File: src/include/cpi_pkg.sv
// shared constants, types and helpers of the coprocessor handshake port
package cpi_pkg;
    typedef logic [1:0] cpi_hs_t;
    localparam cpi_hs_t HS_ABSENT = 2'h2;
    localparam cpi_hs_t HS_WAIT = 2'h0;
    localparam cpi_hs_t HS_GO = 2'h1;
    localparam cpi_hs_t HS_LAST = 2'h3;
    localparam int HS_AND_BIT = 1;
    localparam int HS_OR_BIT = 0;

    typedef logic [2:0] cpi_op_t;
    localparam cpi_op_t OP_NOP = 3'h0;
    localparam cpi_op_t OP_LOAD = 3'h1;
    localparam cpi_op_t OP_STORE = 3'h2;
    localparam cpi_op_t OP_MCR = 3'h3;
    localparam cpi_op_t OP_MRC = 3'h4;
    localparam cpi_op_t OP_CDP = 3'h5;

    // instruction word fields, register count, fifo depth and data width
    localparam int OP_LSB = 28;
    localparam int OP_W = 3;
    localparam int CPN_LSB = 8;
    localparam int CPN_W = 4;
    localparam int CNT_LSB = 4;
    localparam int CNT_W = 4;
    localparam int RA_LSB = 0;
    localparam int RB_LSB = 2;
    localparam int RIDX_W = 2;
    localparam int NUM_REGS = 4;
    localparam int FIFO_DEPTH = 32;
    localparam int DATA_W = 32;

    localparam logic [31:0] NOP_WORD = 32'h0000_0000;
    localparam logic [31:0] WORD_STEP = 32'h0000_0004;
    localparam logic [CNT_W-1:0] CNT_ONE = 4'h1;

    function automatic cpi_op_t op_of(input logic [31:0] w);
        return w[OP_LSB +: OP_W];
    endfunction

    function automatic logic [CPN_W-1:0] cpn_of(input logic [31:0] w);
        return w[CPN_LSB +: CPN_W];
    endfunction

    function automatic logic [CNT_W-1:0] cnt_of(input logic [31:0] w);
        return w[CNT_LSB +: CNT_W];
    endfunction

    function automatic logic [RIDX_W-1:0] ra_of(input logic [31:0] w);
        return w[RA_LSB +: RIDX_W];
    endfunction

    function automatic logic [RIDX_W-1:0] rb_of(input logic [31:0] w);
        return w[RB_LSB +: RIDX_W];
    endfunction

    // wired combine of several coprocessors on one handshake bus
    function automatic cpi_hs_t hs_merge(input cpi_hs_t a, input cpi_hs_t b);
        cpi_hs_t m;
        m[HS_AND_BIT] = a[HS_AND_BIT] & b[HS_AND_BIT]; // RQ17
        m[HS_OR_BIT] = a[HS_OR_BIT] | b[HS_OR_BIT]; // RQ17
        return m;
    endfunction
endpackage

File: src/include/cpi_link_if.sv
// link between core end and coprocessor end
`timescale 1ns/1ps
`default_nettype none
interface cpi_link_if;
    logic fetch_request_n;
    logic stall_release;
    logic [31:0] instruction_bus;
    logic pass;
    logic abort_kill;
    logic data_request_n;
    logic [31:0] write_data_bus;
    logic [1:0] decode_handshake;
    logic [1:0] execute_handshake;
    logic [31:0] read_data_bus;

    modport core (
        output fetch_request_n,
        output stall_release,
        output instruction_bus,
        output pass,
        output abort_kill,
        output data_request_n,
        output write_data_bus,
        input decode_handshake,
        input execute_handshake,
        input read_data_bus
    );

    modport coproc (
        input fetch_request_n,
        input stall_release,
        input instruction_bus,
        input pass,
        input abort_kill,
        input data_request_n,
        input write_data_bus,
        output decode_handshake,
        output execute_handshake,
        output read_data_bus
    );
endinterface
`default_nettype wire

File: src/logic/cpi_core.sv
// core end of the coprocessor handshake port
`timescale 1ns/1ps
`default_nettype none
// Overview of operation
// RQ1: fetch seen on release high, request low
// RQ2: follower advances only on each seen fetch
// RQ3: pass high for passing coprocessor instruction
// RQ4: busy-wait keeps pass; interrupt drops it
// RQ5: abort kill only after first execute cycle
// RQ6: sample decode handshake entering execute, else execute
// RQ7: absent handshake takes undefined instruction trap
// RQ8: wait stalls until handshake changes or interrupt
// RQ9: coprocessor commits only on pass with go/last
// RQ10: go needs another cycle; pass still required
// RQ11: go while two or more words remain, last otherwise
// RQ12: transfer address and data request in execute
// RQ13: coprocessor owns read bus after execute entry
// RQ14: coprocessor execute runs on ungated core clock
// RQ15: absent 10, wait 00, go 01, last 11
// RQ16: unattached handshake inputs tied to absent
// RQ17: merge buses: AND bit one, OR bit zero
// RQ18: decode handshake used only when condition passes
// RQ19: last commits move; write bus or read sample
// RQ20: move waits in decode until data available
// RQ21: data op answers last, or wait then last
module cpi_core
    import cpi_pkg::*;
(
    input wire logic core_clk,
    input wire logic rst,
    input wire logic cmd_valid,
    output logic cmd_ready,
    input wire logic [31:0] cmd_word,
    input wire logic cmd_cond_ok,
    input wire logic [31:0] cmd_wdata,
    input wire logic [31:0] cmd_addr,
    input wire logic data_avail,
    input wire logic prev_abort,
    input wire logic irq,
    input wire logic stall_in,
    output logic [31:0] mem_addr,
    input wire logic [31:0] mem_rdata,
    output logic [31:0] st_data,
    output logic st_valid,
    output logic [31:0] mrc_data,
    output logic done,
    output logic undef,
    output logic cancelled,
    output logic abandoned,
    cpi_link_if.core link
);
    typedef enum logic [7:0] {
        ST_IDLE = 8'h01,
        ST_F1 = 8'h02,
        ST_F2 = 8'h04,
        ST_PAD = 8'h08,
        ST_DEC = 8'h10,
        ST_EX1 = 8'h20,
        ST_EXEC = 8'h40,
        ST_MEM = 8'h80
    } cpi_core_state_t;

    cpi_core_state_t st_q, st_d;
    logic [31:0] word_q, word_d, ibus_q, ibus_d, wbus_q, wbus_d;
    logic [31:0] addr_q, addr_d, sdat_q, sdat_d, mrc_q, mrc_d;
    logic cond_q, cond_d, kill_q, kill_d, first_q, first_d;
    logic lastd_q, lastd_d, spend_q, spend_d, sval_q, sval_d;
    logic done_q, done_d, undef_q, undef_d, canc_q, canc_d, aband_q, aband_d;
    logic fetch_n, pass_c, dreq_n, kill_now, is_ldst;
    cpi_op_t op;
    cpi_hs_t dhs, ehs;

    assign op = op_of(word_q);
    assign dhs = link.decode_handshake;
    assign ehs = link.execute_handshake;
    assign is_ldst = (op == OP_LOAD) || (op == OP_STORE);
    assign kill_now = kill_q & first_q;

    always_comb begin
        st_d = st_q;
        word_d = word_q;
        cond_d = cond_q;
        ibus_d = ibus_q;
        wbus_d = wbus_q;
        addr_d = addr_q;
        kill_d = kill_q;
        lastd_d = lastd_q;
        mrc_d = mrc_q;
        sdat_d = sdat_q;
        first_d = 1'b0;
        spend_d = 1'b0;
        sval_d = 1'b0;
        done_d = 1'b0;
        undef_d = 1'b0;
        canc_d = 1'b0;
        aband_d = 1'b0;
        fetch_n = 1'b1;
        pass_c = 1'b0;
        dreq_n = 1'b1;
        // store word comes back on the read bus one cycle after transfer
        if (spend_q) begin
            sdat_d = link.read_data_bus;
            sval_d = 1'b1;
        end
        case (st_q)
            ST_IDLE: begin
                if (cmd_valid) begin
                    word_d = cmd_word;
                    cond_d = cmd_cond_ok;
                    addr_d = cmd_addr;
                    st_d = ST_F1;
                end
            end
            ST_F1: begin
                fetch_n = 1'b0; // RQ1
                if (stall_in) begin
                    ibus_d = word_q; // RQ1
                    st_d = ST_F2;
                end
            end
            ST_F2: begin
                fetch_n = 1'b0;
                if (stall_in) begin
                    ibus_d = NOP_WORD;
                    st_d = ST_PAD;
                end
            end
            ST_PAD: begin
                if (stall_in) begin
                    st_d = ST_DEC;
                end
            end
            ST_DEC: begin
                if (!((op == OP_MCR) && !data_avail)) begin // RQ20
                    fetch_n = 1'b0;
                    pass_c = cond_q; // RQ3
                    if (stall_in) begin
                        ibus_d = NOP_WORD;
                        kill_d = prev_abort;
                        if (!cond_q) begin
                            done_d = 1'b1; // RQ18
                            st_d = ST_IDLE;
                        end else if (dhs == HS_ABSENT) begin // RQ6 RQ15
                            undef_d = 1'b1; // RQ7
                            st_d = ST_IDLE;
                        end else begin
                            if (op == OP_MCR) begin
                                wbus_d = cmd_wdata; // RQ19
                            end
                            lastd_d = (dhs == HS_LAST) && !is_ldst; // RQ21
                            st_d = ST_EX1;
                        end
                    end
                end
            end
            ST_EX1: begin
                pass_c = 1'b1; // RQ3
                if (stall_in) begin
                    first_d = 1'b1;
                    st_d = lastd_q ? ST_MEM : ST_EXEC;
                end
            end
            ST_EXEC: begin
                pass_c = !(irq && (ehs == HS_WAIT)); // RQ4
                if (kill_now) begin
                    canc_d = 1'b1; // RQ5
                    st_d = ST_IDLE;
                end else if (ehs == HS_ABSENT) begin // RQ6
                    undef_d = 1'b1; // RQ7
                    st_d = ST_IDLE;
                end else if (ehs == HS_WAIT) begin
                    if (irq) begin
                        aband_d = 1'b1; // RQ8
                        st_d = ST_IDLE;
                    end
                end else begin
                    if (is_ldst) begin
                        dreq_n = 1'b0; // RQ12
                        addr_d = addr_q + WORD_STEP;
                        spend_d = (op == OP_STORE);
                        if (op == OP_LOAD) begin
                            wbus_d = mem_rdata;
                        end
                    end
                    if (ehs == HS_LAST) begin // RQ10
                        if (op == OP_MRC) begin
                            st_d = ST_MEM;
                        end else begin
                            done_d = 1'b1; // RQ19
                            st_d = ST_IDLE;
                        end
                    end
                end
            end
            ST_MEM: begin
                pass_c = 1'b1; // RQ21
                if (kill_now) begin
                    canc_d = 1'b1; // RQ5
                end else begin
                    done_d = 1'b1;
                    if (op == OP_MRC) begin
                        mrc_d = link.read_data_bus; // RQ19
                    end
                end
                st_d = ST_IDLE;
            end
            default: begin
                st_d = ST_IDLE;
            end
        endcase
    end

    always_ff @(posedge core_clk or posedge rst) begin
        if (rst) begin
            st_q <= ST_IDLE;
            word_q <= NOP_WORD;
            cond_q <= 1'b0;
            ibus_q <= NOP_WORD;
            wbus_q <= NOP_WORD;
            addr_q <= NOP_WORD;
            kill_q <= 1'b0;
            lastd_q <= 1'b0;
            mrc_q <= NOP_WORD;
            sdat_q <= NOP_WORD;
            first_q <= 1'b0;
            spend_q <= 1'b0;
            sval_q <= 1'b0;
            done_q <= 1'b0;
            undef_q <= 1'b0;
            canc_q <= 1'b0;
            aband_q <= 1'b0;
        end else begin
            st_q <= st_d;
            word_q <= word_d;
            cond_q <= cond_d;
            ibus_q <= ibus_d;
            wbus_q <= wbus_d;
            addr_q <= addr_d;
            kill_q <= kill_d;
            lastd_q <= lastd_d;
            mrc_q <= mrc_d;
            sdat_q <= sdat_d;
            first_q <= first_d;
            spend_q <= spend_d;
            sval_q <= sval_d;
            done_q <= done_d;
            undef_q <= undef_d;
            canc_q <= canc_d;
            aband_q <= aband_d;
        end
    end

    assign cmd_ready = (st_q == ST_IDLE);
    assign mem_addr = addr_q;
    assign st_data = sdat_q;
    assign st_valid = sval_q;
    assign mrc_data = mrc_q;
    assign done = done_q;
    assign undef = undef_q;
    assign cancelled = canc_q;
    assign abandoned = aband_q;
    assign link.fetch_request_n = fetch_n;
    assign link.stall_release = stall_in;
    assign link.instruction_bus = ibus_q;
    assign link.pass = pass_c;
    assign link.abort_kill = kill_now && ((st_q == ST_EXEC) || (st_q == ST_MEM)); // RQ5
    assign link.data_request_n = dreq_n;
    assign link.write_data_bus = wbus_q;
endmodule
`default_nettype wire

File: src/flat_wrapper.sv
// flat-port wrapper written by rule: the top's interface ports become plain ports
module cpi_core_flat import cpi_pkg::*;
  (core_clk, rst, cmd_valid, cmd_ready, cmd_word, cmd_cond_ok, cmd_wdata, cmd_addr, data_avail, prev_abort, irq, stall_in, mem_addr, mem_rdata, st_data, st_valid, mrc_data, done, undef, cancelled, abandoned, link_fetch_request_n, link_stall_release, link_instruction_bus, link_pass, link_abort_kill, link_data_request_n, link_write_data_bus, link_decode_handshake, link_execute_handshake, link_read_data_bus);
  cpi_link_if link_i ();
  input wire logic core_clk;
  input wire logic rst;
  input wire logic cmd_valid;
  output logic cmd_ready;
  input wire logic [31:0] cmd_word;
  input wire logic cmd_cond_ok;
  input wire logic [31:0] cmd_wdata;
  input wire logic [31:0] cmd_addr;
  input wire logic data_avail;
  input wire logic prev_abort;
  input wire logic irq;
  input wire logic stall_in;
  output logic [31:0] mem_addr;
  input wire logic [31:0] mem_rdata;
  output logic [31:0] st_data;
  output logic st_valid;
  output logic [31:0] mrc_data;
  output logic done;
  output logic undef;
  output logic cancelled;
  output logic abandoned;
  output wire logic [$bits(link_i.fetch_request_n)-1:0] link_fetch_request_n;
  output wire logic [$bits(link_i.stall_release)-1:0] link_stall_release;
  output wire logic [$bits(link_i.instruction_bus)-1:0] link_instruction_bus;
  output wire logic [$bits(link_i.pass)-1:0] link_pass;
  output wire logic [$bits(link_i.abort_kill)-1:0] link_abort_kill;
  output wire logic [$bits(link_i.data_request_n)-1:0] link_data_request_n;
  output wire logic [$bits(link_i.write_data_bus)-1:0] link_write_data_bus;
  input wire logic [$bits(link_i.decode_handshake)-1:0] link_decode_handshake;
  input wire logic [$bits(link_i.execute_handshake)-1:0] link_execute_handshake;
  input wire logic [$bits(link_i.read_data_bus)-1:0] link_read_data_bus;
  assign link_fetch_request_n = link_i.fetch_request_n;
  assign link_stall_release = link_i.stall_release;
  assign link_instruction_bus = link_i.instruction_bus;
  assign link_pass = link_i.pass;
  assign link_abort_kill = link_i.abort_kill;
  assign link_data_request_n = link_i.data_request_n;
  assign link_write_data_bus = link_i.write_data_bus;
  assign link_i.decode_handshake = link_decode_handshake;
  assign link_i.execute_handshake = link_execute_handshake;
  assign link_i.read_data_bus = link_read_data_bus;
  cpi_core u_core (.core_clk(core_clk), .rst(rst), .cmd_valid(cmd_valid), .cmd_ready(cmd_ready), .cmd_word(cmd_word), .cmd_cond_ok(cmd_cond_ok), .cmd_wdata(cmd_wdata), .cmd_addr(cmd_addr), .data_avail(data_avail), .prev_abort(prev_abort), .irq(irq), .stall_in(stall_in), .mem_addr(mem_addr), .mem_rdata(mem_rdata), .st_data(st_data), .st_valid(st_valid), .mrc_data(mrc_data), .done(done), .undef(undef), .cancelled(cancelled), .abandoned(abandoned), .link(link_i));
endmodule
File: config.mk
export PLATFORM = sky130hd
export DESIGN_NAME = cpi_core_flat
export DESIGN_NICKNAME = d
export VERILOG_FILES = /design/src/include/cpi_pkg.sv /design/src/include/cpi_link_if.sv /design/src/logic/cpi_core.sv /design/src/flat_wrapper.sv
export SDC_FILE = /design/constraint.sdc
export NUM_CORES = 1
export LEC_CHECK = 0
export ABC_AREA = 0
export BUFFER_PORTS_ARGS = -buffer_cell sky130_fd_sc_hd__clkbuf_2
export CORE_UTILIZATION = 29
export DETAILED_ROUTE_END_ITERATION = 6
export SLEW_MARGIN = 20
export SYNTH_ARGS = -nofsm -noshare
export SYNTH_HDL_FRONTEND = slang
export SYNTH_SLANG_ARGS = --single-unit
File: constraint.sdc
create_clock -name core_clk -period 8.35 [get_ports core_clk]
set_clock_uncertainty 0.15 [all_clocks]
set_input_delay 0.4175 -clock core_clk [delete_from_list [all_inputs] [get_ports core_clk]]
set_output_delay 0.4175 -clock core_clk [all_outputs]
set_load 0.05 [all_outputs]
---- Word-level counts from Yosys, hierarchy flattened ----
Index checks and enable logic that the tools add are counted.
word-level totals
  register bits ........................... 210
  output and inout port bits .............. 171
operators by class
  mux-type cells .......................... 79
  bitwise logic cells ..................... 4
  reduce and logical (&&, ||, !) cells .... 24
  $add $sub $neg .......................... 1
  eq/ne operators ......................... 33
operator list
  kind                                                             count
  32-bit two-way mux                                               18
  32-bit one-hot mux with 2 select lines                           2
  8-bit two-way mux                                                15
  32-bit one-hot mux with 3 select lines                           1
  8-bit one-hot mux with 7 select lines                            1
  1-bit two-way mux                                                37
  32-bit by 3-bit adder with 32-bit output, second input constant  1
  2-bit != test, second input constant                             11
  11-bit AND reduction                                             1
  3-bit AND reduction                                              3
  9-bit AND reduction                                              1
  2-bit == test, second input constant                             4
  8-bit by 1-bit == test with 1-bit output, second input constant  1
  8-bit by 2-bit == test with 1-bit output, second input constant  1
  8-bit by 3-bit == test with 1-bit output, second input constant  1
  8-bit by 4-bit == test with 1-bit output, second input constant  1
  8-bit by 5-bit == test with 1-bit output, second input constant  1
  8-bit by 6-bit == test with 1-bit output, second input constant  1
  8-bit by 7-bit == test with 1-bit output, second input constant  1
  8-bit == test, second input constant                             1
  2-bit by 1-bit != test with 1-bit output, second input constant  4
  3-bit by 2-bit == test with 1-bit output, second input constant  2
  6-bit two-way mux                                                1
  1-bit one-hot mux with 3 select lines                            2
  17 further kinds                                                 29

---- Longest topological paths before layout ----
  depth in word-level cells ............... 7
  mapped depth ............................ 8

---- Worst setup path before layout ----
Ideal clock, no wire load.
  path kind ............................... reg2out
  from .................................... reg u_core.st_q[5]
  to ...................................... out link_abort_kill
  arrival time ............................ 2202 ps
  buffers on the path ..................... 4
  setup slack ............................. 5580 ps
  cell stages (with the launch flop) ...... 9
  data required time ...................... 7783 ps
  cell sequence ........................... dfrtp_1 -> buf_2 -> nor4b_2 -> and2_1 -> buf_2 -> buf_2 -> buf_2 -> nor2_1 -> nor2_1
on the way
  longest elaborated chain between the ends .. 3
  elaborated cells between the ends (all ways) .. 4
  classes of those cells .................. 2 x eq/ne; 2 x reduce/logical
RTL lines
  what                                                                       RTL line            RTL
  from (decl)                                                                cpi_core.sv:63      cpi_core_state_t st_q, st_d;
  from (signal assigned)                                                     cpi_core.sv:233     st_q <= st_d;
  8-bit by 7-bit == test with 1-bit output or 8-bit == test (tied branches)  cpi_core.sv:266     assign link.abort_kill = kill_now && ((st_q == ST_EXEC) || (st_q == ST_MEM));
  1-bit logical OR (*)                                                       cpi_core.sv:266
  1-bit logical AND (*)                                                      cpi_core.sv:266
  to (decl)                                                                  flat_wrapper.sv:30  output wire logic [$bits(link_i.abort_kill)-1:0] link_abort_kill;
Every way passes the cells marked *; elsewhere a longest branch is shown, timed or not.

---- Worst setup path after layout ----
  from .................................... reg u_core.st_q[2]
  to ...................................... out link_data_request_n
on the way
  longest elaborated chain between the ends .. 2
RTL lines
  what                                      RTL line            RTL
  8-bit by 7-bit == test with 1-bit output  cpi_core.sv:105     case (st_q)
  1-bit two-way mux                         cpi_core.sv:105
  to (decl)                                 flat_wrapper.sv:31  output wire logic [$bits(link_i.data_request_n)-1:0] link_data_request_n;
Every way passes these cells.

==> impl_metrics.yaml <==
routing:
  wl_met2_mm: 14.5
  vias_per_cell: 4.83
  drc_errors: 0
  wl_met1_mm: 12.7
  wirelength_mm: 29.9
  vias: 8803
  top_layer: "met4"
  drtAntennaViolNets: 0
  routedWlPerCell_um: 16.4
  route.met3.wl_mm: 1.94
  drt-initial-drc-count: 695
  dr.pass1.iters: 5
synth:
  yosysTopAreaCell: "dfrtp_1"
  async_flop_share: 1.00
  synth_warnings: 0
  synth_seq_cells: 210
  yosysSeqAreaShare: 0.561
  synthTopCellsByArea: "dfrtp_1 (56%), nand2_1 (11%), mux2_2 (7.8%)"
  avgSynthCellArea_um2: 9.89
  synth_nets: 1121
  synthFlopType: "dfrtp_1"
  synthCells: 948
  yosysUniqueCellTypes: 66
  synth_edf_count: 0
  netlist_area_um2: 9380
  yosysTopAreaCellShare: 0.558
critical_path:
  cp_slowest_cell: "and2_2"
  reg2reg_from: "u_core.st_q[2]"
  cp.arrival_ps: 3360
  reg2reg_slack_ps: 4810
  slowest_delay_ps: 780
  endpoint_kind: "primary output"
  criticalPathCategory: "register to primary output"
  cp.required_ps: 7780
  endpoint: "link_data_request_n"
  r2r-end: "u_core.mem_addr[15]"
  critPathLaunchType: "register"
  r2r.worst_path.cells: 6
  cp_cell_sequence: "nor4_4 > and2_2 > buf_4 > nand2_1 > clkbuf_2"
  worstPathMaxFanout: 43
  critical_path.startpoint: "u_core.st_q[2]"
cts:
  cts_tree: "built"
  clock_latency_ps: 520
  clockBufferDepth: 3
  cts_resized: 0
  postCtsSetupRepairBufs: 0
  cts_num_sinks: 210
  cts_buffers: 26
  htreeDepth: 1
  path_clk_slew_ps: 60
  ctsRootBufferMaster: "clkbuf_16"
timing:
  finalHoldViolCount: 40
  final.setup.tns_ps: 0
  fin_crit_ps: 3930
  setup_violations: 0
  rsz0062_at_grt: "no"
  finalCritPeriodShare: 0.471
  slew_violations: 0
  worst_pin_slew_ps: 1110
  fmax_ghz: 0.254
  slew_headroom: 0.256
  hold_ws_ps: -48.3
floorplanning:
  die_area_um2: 33100
  die_y_um: 182
  coreArea_um2: 31700
  io_pins: 343
  initial_core_util: 0.296
  die_w_um: 182
  row_count: 65
hold_path:
  hold_path.class: "primary input to async pin"
placed_design:
  port_buffers: 342
  gp_congestion: 0.833
  detailed_place_hpwl_mm: 19.5
power_and_ir_drop:
  ir_worst_vdd_mv: 0.203
  powerDensity_nw_per_um2: 302
  cellLeakagePower_nw: 6.83
global_route:
  grt_pass1_wl_mm: 47.4
  grt_pass1_vias: 8780
  gr-total-overflow: 0
  antenna_found_initial: 0
  grt_max_degree: 134
  grt_util_all_layers: 0.177
finish:
  final.fill_count: 3094
  final_common_cell: "clkbuf_2"
  drive_gt1_frac: 0.338
  layout_common_cells: "clkbuf_2 (342), nand2_1 (264), dfrtp_1 (209)"
  areaGrowthSynthToFinish_pct: 45.8
  finalNetCount: 1574
  insertedDiodeCount: 0
job:
  max_cap_violations: 0
outcome:
  violations: "negative hold slack"
  status: "complete, but fails checks"
-- state kept, by name, indices dropped and copies added, names as in the netlist, 8 cells and up --
register / flops
u_core.link.instruction_bus: 32
u_core.link.write_data_bus: 32
u_core.mem_addr: 32
u_core.mrc_data: 32
u_core.st_data: 32
u_core.word_q: 32
u_core.st_q: 8
-- power by group --
part / switching (mW) / internal, mW / total (mW)
clock: 0.443 / 0.705 / 1.15
combinational: 1.10 / 0.411 / 1.51
sequential: 0.219 / 1.26 / 1.48
total: 1.76 / 2.37 / 4.13
-- cells in the mapped netlist, drive strengths merged, types with 2 or more instances --
cell type,number
o211ai,3
nor4b,3
and2,4
o21ai,62
nand3b,2
o41ai,3
clkbuf,31
xor2,2
and3,3
nor3,4
a21oi,49
a32oi,2
nor2,53
mux2i,2
nor2b,5
buf,28
a21boi,2
nor3b,4
inv,5
a31oi,38
mux2,66
nand3,22
o21a,3
a2bb2oi,2
nand4b,3
nor4,6
dfrtp,209
o22ai,10
or4,5
o32ai,2
nand4,10
o2bb2ai,2
o31ai,3
nand2,266
or3,3
and4b,4
o22a,7
and4,4
nand2b,5
-- worst max-delay path: cells and delay by family, from the launching register on --
kind / cells / cell delay, ps
buf+inv: 2 / 770
flops: 1 / 460
simple gates: 3 / 1580
-- what timing repair did --
item                       in CTS  in global routing
hold buffers                  134                  0
setup endpoints to repair       0                  0
hold endpoints to repair      134                  0
-- final cells by class --
type | instances | area [um^2] | share of cell area
sequential | 210 | 5260 | 0.384
multi-input combinational | 674 | 3870 | 0.283
timing repair buffer | 484 | 3130 | 0.229
clock buffer | 38 | 777 | 0.0568
tap | 402 | 503 | 0.0368
clock inverter | 10 | 108 | 0.00787
inverter | 5 | 26.3 | 0.00192
-- cells by family after synthesis --
| kind of cell | count (synthesis) | share of synthesized area |
|---|---|---|
| AO/OA/AOI/OAI | 193 | 0.125 |
| XOR/XNOR | 3 | 0.00280 |
| adder cells (fa/ha/maj) | 1 | 0.00133 |
| buffers and inverters | 64 | 0.0295 |
| flip-flops | 210 | 0.561 |
| multiplexers | 68 | 0.0814 |
| AND/OR/NAND/NOR | 409 | 0.199 |
-- worst min path at each step --
stage,cells after the start,to,slack (ps)
final,2,u_core.mem_addr[18],-50
after detailed placement,2,u_core.word_q[15],310
after floorplan,0,u_core.st_valid,200
after CTS,2,u_core.mem_addr[23],10
after global placement,2,u_core.word_q[4],300
after global routing,3,u_core.link.write_data_bus[1],30
-- through the flow --
step                 util  worst slack [ps]  instances  power (mW)  instance area [um^2]
finish              0.431              4420       1823        4.13                 13700
global route        0.431              4220       1823        4.38                 13700
CTS                 0.430              4410       1822        4.18                 13600
global placement    0.360              4920       1640        2.94                 11400
floorplan               -              2050        948        2.54                  9380
detailed placement  0.360              4840       1640        2.97                 11400
-- layer usage --
layer | global-route usage | vias to the layer above
li1 | - | 4207
met1 | 0.227 | 4241
met2 | 0.301 | 303
met3 | 0.0365 | 52
met4 | 0.0512 | 0
met5 | 0 | -
(Power assumes the default switching activity.)
